## config.mk

```make
export PLATFORM = sky130hd
export DESIGN_NAME = ccpt_top
export DESIGN_NICKNAME = d
export VERILOG_FILES = /design/src/ccpt_pkg.sv /design/src/ccpt_top.sv
export SDC_FILE = /design/constraint.sdc
export NUM_CORES = 1
export LEC_CHECK = 0
export ABC_CLOCK_PERIOD_IN_PS = 4200
export BUFFER_PORTS_ARGS = -buffer_cell sky130_fd_sc_hd__buf_2
export CAP_MARGIN = 20
export CORE_UTILIZATION = 40
export DETAILED_ROUTE_END_ITERATION = 10
export SLEW_MARGIN = 20
export SYNTH_ARGS = -nofsm -noshare
export SYNTH_HDL_FRONTEND = slang
export SYNTH_SLANG_ARGS = --single-unit
```

## constraint.sdc

```tcl
create_clock -name clk_i -period 4.2 [get_ports clk_i]
set_input_delay 0.42 -clock clk_i [delete_from_list [all_inputs] [get_ports clk_i]]
set_output_delay 0.42 -clock clk_i [all_outputs]
set_load 0.03 [all_outputs]
```

## src/ccpt_pkg.sv

```systemverilog
/*
  ccpt_pkg: register offsets, field positions, reset values, mode codes and
  carrier structs for the capture/compare channel with its period timer.
  assumes byte-wide registers on a 32-bit classic wishbone bus, index*4.
*/
package ccpt_pkg;
  // register indices; byte address is index * 4
  localparam logic [7:0] IDX_IRQ_FLAGS = 8'h0c;
  localparam logic [7:0] IDX_PT_COUNT = 8'h11;
  localparam logic [7:0] IDX_PT_CONTROL = 8'h12;
  localparam logic [7:0] IDX_CC_LOW = 8'h15;
  localparam logic [7:0] IDX_CC_HIGH = 8'h16;
  localparam logic [7:0] IDX_CH_CONTROL = 8'h17;
  localparam logic [7:0] IDX_IRQ_ENABLES = 8'h8c;
  localparam logic [7:0] IDX_PT_LIMIT = 8'h92;
  localparam logic [7:0] IDX_REF_LOW = 8'h0e;
  localparam logic [7:0] IDX_REF_HIGH = 8'h0f;
  // field positions
  localparam int FLG_REF_OVF = 0;
  localparam int FLG_PERIOD = 1;
  localparam int FLG_CHANNEL = 2;
  localparam int PTC_RUN = 2;
  localparam int PTC_POST_LO = 3;
  localparam int PTC_POST_HI = 6;
  localparam int CHC_DUTY_LO = 4;
  localparam int CHC_DUTY_HI = 5;
  // reset values and masks
  localparam logic [7:0] RST_IRQ_FLAGS = 8'h00;
  localparam logic [7:0] RST_IRQ_ENABLES = 8'h00;
  localparam logic [7:0] RST_PT_COUNT = 8'h00;
  localparam logic [7:0] RST_PT_CONTROL = 8'h00;
  localparam logic [7:0] RST_PT_LIMIT = 8'hff;
  localparam logic [7:0] RST_CH_CONTROL = 8'h00;
  localparam logic [7:0] MSK_PT_CONTROL = 8'h7f;
  localparam logic [7:0] MSK_CH_CONTROL = 8'h3f;
  localparam logic [7:0] MSK_IRQ = 8'hc7;
  // prescale terminal counts (count of cycles or capture edges minus one)
  localparam logic [3:0] PRE_DIV1_LAST = 4'h0;
  localparam logic [3:0] PRE_DIV4_LAST = 4'h3;
  localparam logic [3:0] PRE_DIV16_LAST = 4'hf;
  localparam logic [3:0] CAP_EDGE4_LAST = 4'h3;
  localparam logic [3:0] CAP_EDGE16_LAST = 4'hf;
  // channel mode codes
  typedef enum logic [3:0] {
    CCPT_OFF = 4'h0,
    CCPT_CAP_FALL = 4'h4,
    CCPT_CAP_RISE = 4'h5,
    CCPT_CAP_RISE4 = 4'h6,
    CCPT_CAP_RISE16 = 4'h7,
    CCPT_CMP_HIGH = 4'h8,
    CCPT_CMP_LOW = 4'h9,
    CCPT_CMP_SOFT = 4'ha,
    CCPT_CMP_SPECIAL = 4'hb
  } ccpt_mode_e;
  // events toward the rest of the device
  typedef struct packed {
    logic period_match;
    logic ref_reset;
    logic adc_start;
  } ccpt_evt_s;
endpackage

```

## src/ccpt_top.sv

```systemverilog
/*
  ccpt_top: one capture/compare channel, its period timer with prescaler
  and postscaler, and the register file behind a classic wishbone slave.
  assumes the reference counter value arrives synchronous to clk_i, and the
  pin input is a plain level from the pad, synchronised here.
*/
`timescale 1ns/100ps
// Summary of operation
// - pre/post counters clear on count, control writes, reset
// - control write leaves period count untouched
// - pre-postscaler match pulse goes to serial port
// - postscale divides matches by field plus one
// - prescale divides by 1, 4 or 16
// - count to limit, then wrap to zero
// - postscaled match sets period match flag
// - control bits 5:4 hold duty low bits
// - mode codes: off, capture fall/rise/4th/16th
// - compare high, low, soft, special; PWM codes
// - capture copies 16-bit reference counter value
// - capture sets channel flag; software clears
// - new capture overwrites unread value
// - edge prescaler clears when not capturing
// - switching capture prescale keeps edge counter
// - mode change may set channel flag
// - compare each cycle, act on equality
// - zero control forces compare latch low
// - special event resets counter, starts conversion
// - special event never sets overflow flag
module ccpt_top #(
  parameter int ADR_W = 10
) (
  // clock and reset
  input wire logic clk_i,
  input wire logic rst_i,
  // wishbone slave
  input wire logic cyc_i,
  input wire logic stb_i,
  input wire logic we_i,
  input wire logic [ADR_W-1:0] adr_i,
  input wire logic [3:0] sel_i,
  input wire logic [31:0] dat_i,
  output logic [31:0] dat_o,
  output logic ack_o,
  output logic err_o,
  // reference counter side
  input wire logic [15:0] ref_count_i,
  input wire logic ref_overflow_i,
  // channel pin
  input wire logic channel_pin_i,
  output logic channel_pin_o,
  // events to other blocks
  output ccpt_pkg::ccpt_evt_s evt_o,
  output logic [7:0] irq_flags_o,
  output logic [7:0] irq_enables_o
);
  logic [7:0] flags_r;
  logic [7:0] enables_r;
  logic [7:0] pt_count_r;
  logic [7:0] pt_control_r;
  logic [7:0] pt_limit_r;
  logic [7:0] ch_control_r;
  logic [7:0] cc_low_r;
  logic [7:0] cc_high_r;
  logic [3:0] pre_cnt_r;
  logic [3:0] post_cnt_r;
  logic [3:0] edge_cnt_r;
  logic pin_meta_r;
  logic pin_sync_r;
  logic pin_prev_r;
  logic cmp_latch_r;
  logic ack_r;
  logic err_r;
  logic [31:0] dat_r;
  ccpt_pkg::ccpt_evt_s evt_r;

  // register index decoding, used for reads and for write strobes
  function automatic logic [7:0] word_index(input logic [ADR_W-1:0] a);
    word_index = 8'(a >> 2);
  endfunction

  function automatic logic is_mapped(input logic [7:0] i);
    case (i)
      ccpt_pkg::IDX_IRQ_FLAGS, ccpt_pkg::IDX_PT_COUNT, ccpt_pkg::IDX_PT_CONTROL,
      ccpt_pkg::IDX_CC_LOW, ccpt_pkg::IDX_CC_HIGH, ccpt_pkg::IDX_CH_CONTROL,
      ccpt_pkg::IDX_IRQ_ENABLES, ccpt_pkg::IDX_PT_LIMIT: is_mapped = 1'b1;
      default: is_mapped = 1'b0;
    endcase
  endfunction

  logic [7:0] idx;
  logic req;
  logic wr;
  logic wr_flags;
  logic wr_enables;
  logic wr_count;
  logic wr_ptctl;
  logic wr_limit;
  logic wr_chctl;
  logic wr_low;
  logic wr_high;
  assign idx = word_index(adr_i);
  assign req = cyc_i && stb_i && !ack_r && !err_r;
  assign wr = req && we_i && sel_i[0] && is_mapped(idx);
  assign wr_flags = wr && (idx == ccpt_pkg::IDX_IRQ_FLAGS);
  assign wr_enables = wr && (idx == ccpt_pkg::IDX_IRQ_ENABLES);
  assign wr_count = wr && (idx == ccpt_pkg::IDX_PT_COUNT);
  assign wr_ptctl = wr && (idx == ccpt_pkg::IDX_PT_CONTROL);
  assign wr_limit = wr && (idx == ccpt_pkg::IDX_PT_LIMIT);
  assign wr_chctl = wr && (idx == ccpt_pkg::IDX_CH_CONTROL);
  assign wr_low = wr && (idx == ccpt_pkg::IDX_CC_LOW);
  assign wr_high = wr && (idx == ccpt_pkg::IDX_CC_HIGH);

  // mode decoding
  ccpt_pkg::ccpt_mode_e mode;
  logic is_capture;
  logic is_compare;
  logic is_pwm;
  assign mode = ccpt_pkg::ccpt_mode_e'(ch_control_r[3:0]);
  assign is_capture = (ch_control_r[3:2] == 2'b01);
  assign is_compare = (ch_control_r[3:2] == 2'b10);
  assign is_pwm = (ch_control_r[3:2] == 2'b11);

  // period timer tick and match
  logic [3:0] pre_last;
  logic pre_tick;
  logic pt_match;
  logic post_tick;
  always_comb
  begin
    case (pt_control_r[1:0])
      2'b00: pre_last = ccpt_pkg::PRE_DIV1_LAST;
      2'b01: pre_last = ccpt_pkg::PRE_DIV4_LAST;
      default: pre_last = ccpt_pkg::PRE_DIV16_LAST;
    endcase
  end
  assign pre_tick = pt_control_r[ccpt_pkg::PTC_RUN] && (pre_cnt_r >= pre_last);
  assign pt_match = pre_tick && (pt_count_r == pt_limit_r);
  assign post_tick = pt_match &&
    (post_cnt_r >= pt_control_r[ccpt_pkg::PTC_POST_HI:ccpt_pkg::PTC_POST_LO]);

  // capture edge detection on the synchronised pin
  logic rise;
  logic fall;
  logic [3:0] edge_last;
  logic cap_event;
  assign rise = pin_sync_r && !pin_prev_r;
  assign fall = !pin_sync_r && pin_prev_r;
  always_comb
  begin
    case (mode)
      ccpt_pkg::CCPT_CAP_RISE4: edge_last = ccpt_pkg::CAP_EDGE4_LAST;
      ccpt_pkg::CCPT_CAP_RISE16: edge_last = ccpt_pkg::CAP_EDGE16_LAST;
      default: edge_last = 4'h0;
    endcase
  end
  always_comb
  begin
    case (mode)
      ccpt_pkg::CCPT_CAP_FALL: cap_event = fall;
      ccpt_pkg::CCPT_CAP_RISE: cap_event = rise;
      ccpt_pkg::CCPT_CAP_RISE4, ccpt_pkg::CCPT_CAP_RISE16:
        cap_event = rise && (edge_cnt_r >= edge_last);
      default: cap_event = 1'b0;
    endcase
  end

  // compare against reference counter every cycle
  logic cmp_hit;
  logic special;
  assign cmp_hit = is_compare && (ref_count_i == {cc_high_r, cc_low_r});
  assign special = cmp_hit && (mode == ccpt_pkg::CCPT_CMP_SPECIAL);

  // pin synchroniser and edge history
  always_ff @(posedge clk_i)
  begin
    if (rst_i)
    begin
      pin_meta_r <= 1'b0;
      pin_sync_r <= 1'b0;
      pin_prev_r <= 1'b0;
    end
    else
    begin
      pin_meta_r <= channel_pin_i;
      pin_sync_r <= pin_meta_r;
      pin_prev_r <= pin_sync_r;
    end
  end

  // capture edge prescale counter
  always_ff @(posedge clk_i)
  begin
    if (rst_i || !is_capture)
      edge_cnt_r <= 4'h0;
    else if (rise && (edge_last != 4'h0))
      edge_cnt_r <= (edge_cnt_r >= edge_last) ? 4'h0 : edge_cnt_r + 4'h1;
  end

  // period timer prescaler
  always_ff @(posedge clk_i)
  begin
    if (rst_i || wr_count || wr_ptctl)
      pre_cnt_r <= 4'h0;
    else if (pt_control_r[ccpt_pkg::PTC_RUN])
      pre_cnt_r <= pre_tick ? 4'h0 : pre_cnt_r + 4'h1;
  end

  // period timer postscaler
  always_ff @(posedge clk_i)
  begin
    if (rst_i || wr_count || wr_ptctl)
      post_cnt_r <= 4'h0;
    else if (pt_match)
      post_cnt_r <= post_tick ? 4'h0 : post_cnt_r + 4'h1;
  end

  // period timer count
  always_ff @(posedge clk_i)
  begin
    if (rst_i)
      pt_count_r <= ccpt_pkg::RST_PT_COUNT;
    else if (wr_count)
      pt_count_r <= dat_i[7:0];
    else if (pt_match)
      pt_count_r <= 8'h00;
    else if (pre_tick)
      pt_count_r <= pt_count_r + 8'h01;
  end

  // period timer control and limit
  always_ff @(posedge clk_i)
  begin
    if (rst_i)
    begin
      pt_control_r <= ccpt_pkg::RST_PT_CONTROL;
      pt_limit_r <= ccpt_pkg::RST_PT_LIMIT;
    end
    else
    begin
      if (wr_ptctl)
        pt_control_r <= dat_i[7:0] & ccpt_pkg::MSK_PT_CONTROL;
      if (wr_limit)
        pt_limit_r <= dat_i[7:0];
    end
  end

  // channel control, mode and duty low bits
  always_ff @(posedge clk_i)
  begin
    if (rst_i)
      ch_control_r <= ccpt_pkg::RST_CH_CONTROL;
    else if (wr_chctl)
      ch_control_r <= dat_i[7:0] & ccpt_pkg::MSK_CH_CONTROL;
  end

  // capture/compare value; capture overwrites unconditionally
  always_ff @(posedge clk_i)
  begin
    if (rst_i)
    begin
      cc_low_r <= 8'h00;
      cc_high_r <= 8'h00;
    end
    else if (cap_event)
    begin
      cc_low_r <= ref_count_i[7:0];
      cc_high_r <= ref_count_i[15:8];
    end
    else
    begin
      if (wr_low)
        cc_low_r <= dat_i[7:0];
      if (wr_high && !is_pwm)
        cc_high_r <= dat_i[7:0];
    end
  end

  // compare output latch
  always_ff @(posedge clk_i)
  begin
    if (rst_i || (ch_control_r[3:0] == 4'h0))
      cmp_latch_r <= 1'b0;
    else if (cmp_hit && (mode == ccpt_pkg::CCPT_CMP_HIGH))
      cmp_latch_r <= 1'b1;
    else if (cmp_hit && (mode == ccpt_pkg::CCPT_CMP_LOW))
      cmp_latch_r <= 1'b0;
  end

  // interrupt flags: hardware set wins over a software write
  logic [7:0] flags_nxt;
  always_comb
  begin
    flags_nxt = wr_flags ? (dat_i[7:0] & ccpt_pkg::MSK_IRQ) : flags_r;
    if (post_tick)
      flags_nxt[ccpt_pkg::FLG_PERIOD] = 1'b1;
    if (cap_event || cmp_hit)
      flags_nxt[ccpt_pkg::FLG_CHANNEL] = 1'b1;
    if (ref_overflow_i && !special)
      flags_nxt[ccpt_pkg::FLG_REF_OVF] = 1'b1;
  end
  always_ff @(posedge clk_i)
  begin
    if (rst_i)
    begin
      flags_r <= ccpt_pkg::RST_IRQ_FLAGS;
      enables_r <= ccpt_pkg::RST_IRQ_ENABLES;
    end
    else
    begin
      flags_r <= flags_nxt;
      if (wr_enables)
        enables_r <= dat_i[7:0] & ccpt_pkg::MSK_IRQ;
    end
  end

  // events to other blocks
  always_ff @(posedge clk_i)
  begin
    if (rst_i)
      evt_r <= '0;
    else
    begin
      evt_r.period_match <= pt_match;
      evt_r.ref_reset <= special;
      evt_r.adc_start <= special;
    end
  end

  // wishbone answer: one wait state, ack or err for one cycle
  logic [7:0] rd_byte;
  always_comb
  begin
    case (idx)
      ccpt_pkg::IDX_IRQ_FLAGS: rd_byte = flags_r;
      ccpt_pkg::IDX_IRQ_ENABLES: rd_byte = enables_r;
      ccpt_pkg::IDX_PT_COUNT: rd_byte = pt_count_r;
      ccpt_pkg::IDX_PT_CONTROL: rd_byte = pt_control_r;
      ccpt_pkg::IDX_PT_LIMIT: rd_byte = pt_limit_r;
      ccpt_pkg::IDX_CH_CONTROL: rd_byte = ch_control_r;
      ccpt_pkg::IDX_CC_LOW: rd_byte = cc_low_r;
      ccpt_pkg::IDX_CC_HIGH: rd_byte = cc_high_r;
      default: rd_byte = 8'h00;
    endcase
  end
  always_ff @(posedge clk_i)
  begin
    if (rst_i)
    begin
      ack_r <= 1'b0;
      err_r <= 1'b0;
      dat_r <= 32'h0;
    end
    else
    begin
      ack_r <= req && is_mapped(idx);
      err_r <= req && !is_mapped(idx);
      dat_r <= {24'h0, rd_byte};
    end
  end

  assign dat_o = dat_r;
  assign ack_o = ack_r;
  assign err_o = err_r;
  assign channel_pin_o = cmp_latch_r;
  assign evt_o = evt_r;
  assign irq_flags_o = flags_r;
  assign irq_enables_o = enables_r;
endmodule

```

==> reports/metrics.yaml <==
synth:
  ys_async_sr_fraction_pct: 0
  ys_seq_area_share_pct: 33.9
  yosys_register_bits: 83
  yosysTopAreaCellShare_pct: 33.9
  synth_top_cell_by_area: "dfxtp_1"
  synth_edf_count: 0
  synth_area_um2: 4900
  ys_warn_count: 0
  synth_cell_type_count: 65
  avgSynthCellArea_um2: 8.93
  yosys_most_used_dff: "dfxtp_1"
  ys_top_cells_by_area: "dfxtp_1 34%, mux2i_1 8.0%, buf_4 4.9%"
  postSynthCellCount: 549
sta:
  rsz0062_at_grt: "no"
  skew_ns: 0.00924
  hold_slack_ns: 0.287
  period_needed_ns: 3.34
  worst_slew_margin_rel_pct: 28.5
  maxSlewViolCount: 0
  min_period_over_period_pct: 79.6
  finalSetupViolations: 0
  hold_viol: 0
  tns_ns: 0
  tightest_slew_ns: 1.07
  fmax_mhz: 299
clock_network:
  cts_root_buf: "clkbuf_16"
  cts_sinks: 83
  worst_skew_pair.late_latency_ns: 0.34
  htree_num_levels: 3
  ctsResizeCount: 0
  cts_made_buffers: 9
  clk_path_buf_depth: 2
  clk_pin_slew_ns: 0.06
  cts_tree: "yes"
  cts_hold_buf: 0
  post_cts_buffers: 0
final_layout:
  final_common_cell: "dfxtp_1"
  instances_no_fill: 742
  drive_gt1_share_pct: 18.0
  most-common-layout-cells: "83 x dfxtp_1, 63 x buf_2, 39 x nor2_1, 39 x nand2_1, 39 x mux2i_1"
  final_core_util_pct: 45.3
  n_antenna_cell: 0
  nets: 675
  area_growth_pct: 10.5
global_routing:
  antenna_found_initial: 0
  grt_pass1_vias: 3871
  grt_overflow_total: 0
  grt_max_degree: 38
  grt_use_total_pct: 21.3
  grt_first_pass_wirelength_um: 20700
power:
  power_uw: 1800
  peakVddDrop_mv: 0.186
  leakage_uw: 0.00213
  p_per_area_nw_per_um2: 332
worst_setup_path:
  end_kind: "flop"
  crit_required_ns: 4.42
  crit-reg2reg-launch: "ch_control_r[3]"
  critPathKind: "reg2reg"
  rrSetupSlack_ns: 0.86
  crit_path_max_fanout: 17
  critPathLaunchType: "flop"
  crit_arrival_ns: 3.56
  r2r-end: "cc_low_r[0]"
  rr_worst_depth: 10
route:
  vias_per_cell: 5.59
  post_drt_wl_per_cell_um: 17.9
  ant_nets: 0
  vias: 4145
  drc: 0
  drtIter0Drc: 290
  drtPass1Iterations: 5
  drt_wl_total_um: 13300
floorplan:
  dieArea_um2: 12700
  core_area_um2: 12000
  die_h_um: 113
  fp.dieW_um: 113
  ios: 123
  rows: 40
  start_util_pct: 41.0
run_status:
  outcome: "complete, no violations"
placed_design:
  dp_hpwl_um: 9670
  dp.cells: 726
  numPortBuffers: 63
  place.gp.congestion: 0.925
min_path:
  whs_path_depth: 2
  hold_path.startpoint: "channel_pin_i"
  min-delay-path-class: "in2reg"
  hold_end: "pin_meta_r"
run:
  max_cap_violations: 0
==> report_power, final <==
part           total, uW  internal [uW]  switching, uW
clock                878            553            325
combinational        132           31.8            100
sequential           791            789           1.83
==> synth_stat cells, drive strengths merged (4+ instances only) <==
library cell,count
nor2,39
nor4,8
xor2,16
ha,16
nor3,6
a22oi,9
a221oi,4
xnor2,10
nand2,41
a31oi,7
mux2i,39
dfxtp,83
a311oi,6
nand3,22
a222oi,6
clkbuf,15
buf,47
inv,17
o31ai,19
and2,6
o21ai,14
a21oi,41
nor2b,5
nand2b,8
or4,4
nand4,5
and3,12
nand4b,4
==> flip-flops by register name, indices dropped and copies added (netlist names), 2 cells and up <==
signal	count
cc_high_r	8
cc_low_r	8
ch_control_r	6
pre_cnt_r	4
post_cnt_r	4
evt_o	2
pt_limit_r	8
pt_count_r	8
irq_flags_o	5
edge_cnt_r	4
irq_enables_o	5
dat_o	8
pt_control_r	7
==> worst max-delay path: stages, from the launching register on <==
cell and delay, ns:
dfxtp_1 0.45, nand2b_1 0.66, nor2_1 0.16, ha_1 0.32, nand2b_1 0.14, a2111o_1 0.49, a41oi_2 0.20, buf_4 0.26
nand2b_1 0.16, buf_4 0.26, a21oi_1 0.10
==> stage by stage <==
step	cell area (um2)	worst slack [ns]
after floorplan	5010	1.40
after global placement	5090	0.977
after detailed placement	5090	0.939
after CTS	5420	0.899
after global routing	5420	0.662
final	5420	0.856
==> layout make-up <==
type,instances,area [um2]
Fill cell,1185,6540
Multi-Input combinational cell,414,2850
Clock inverter,4,72.6
Inverter,17,63.8
Tap cell,147,184
Timing Repair Buffer,65,330
Sequential cell,83,1660
Clock buffer,12,256
==> metal layers <==
metal,global-route usage [%],wire length [um],part of all wire [%]
met5,0,0,0
met4,10.1,365,2.7
met3,3.16,668,5.0
met2,34.9,6260,47
met1,27.6,6000,45
==> worst max path at each step <==
stage                          startpoint     endpoint  slack [ns]  cells after the start
after detailed placement  ch_control_r[3]  cc_low_r[1]        0.94                     10
after global placement    ch_control_r[3]  cc_low_r[2]        0.98                     10
after floorplan           ch_control_r[3]  cc_low_r[0]        1.40                     12
after CTS                 ch_control_r[3]  cc_low_r[0]        0.90                     10
after global routing      ch_control_r[3]  cc_low_r[4]        0.66                     10
final                     ch_control_r[3]  cc_low_r[0]        0.86                     10
==> kinds of logic (layout without fill, tap and decap cells) <==
group | after synthesis | count (layout) | synth area share (%)
AO/OA/AOI/OAI | 124 | 124 | 17.8
XOR/XNOR | 26 | 26 | 4.64
adder cells (fa/ha/maj) | 16 | 16 | 4.08
buffers and inverters | 81 | 98 | 10.2
flip-flops | 83 | 83 | 33.9
multiplexers | 41 | 41 | 8.42
other | 1 | 30 | 0.0765
AND/OR/NAND/NOR | 177 | 177 | 20.8
Power figures use the tool's default switching activity.
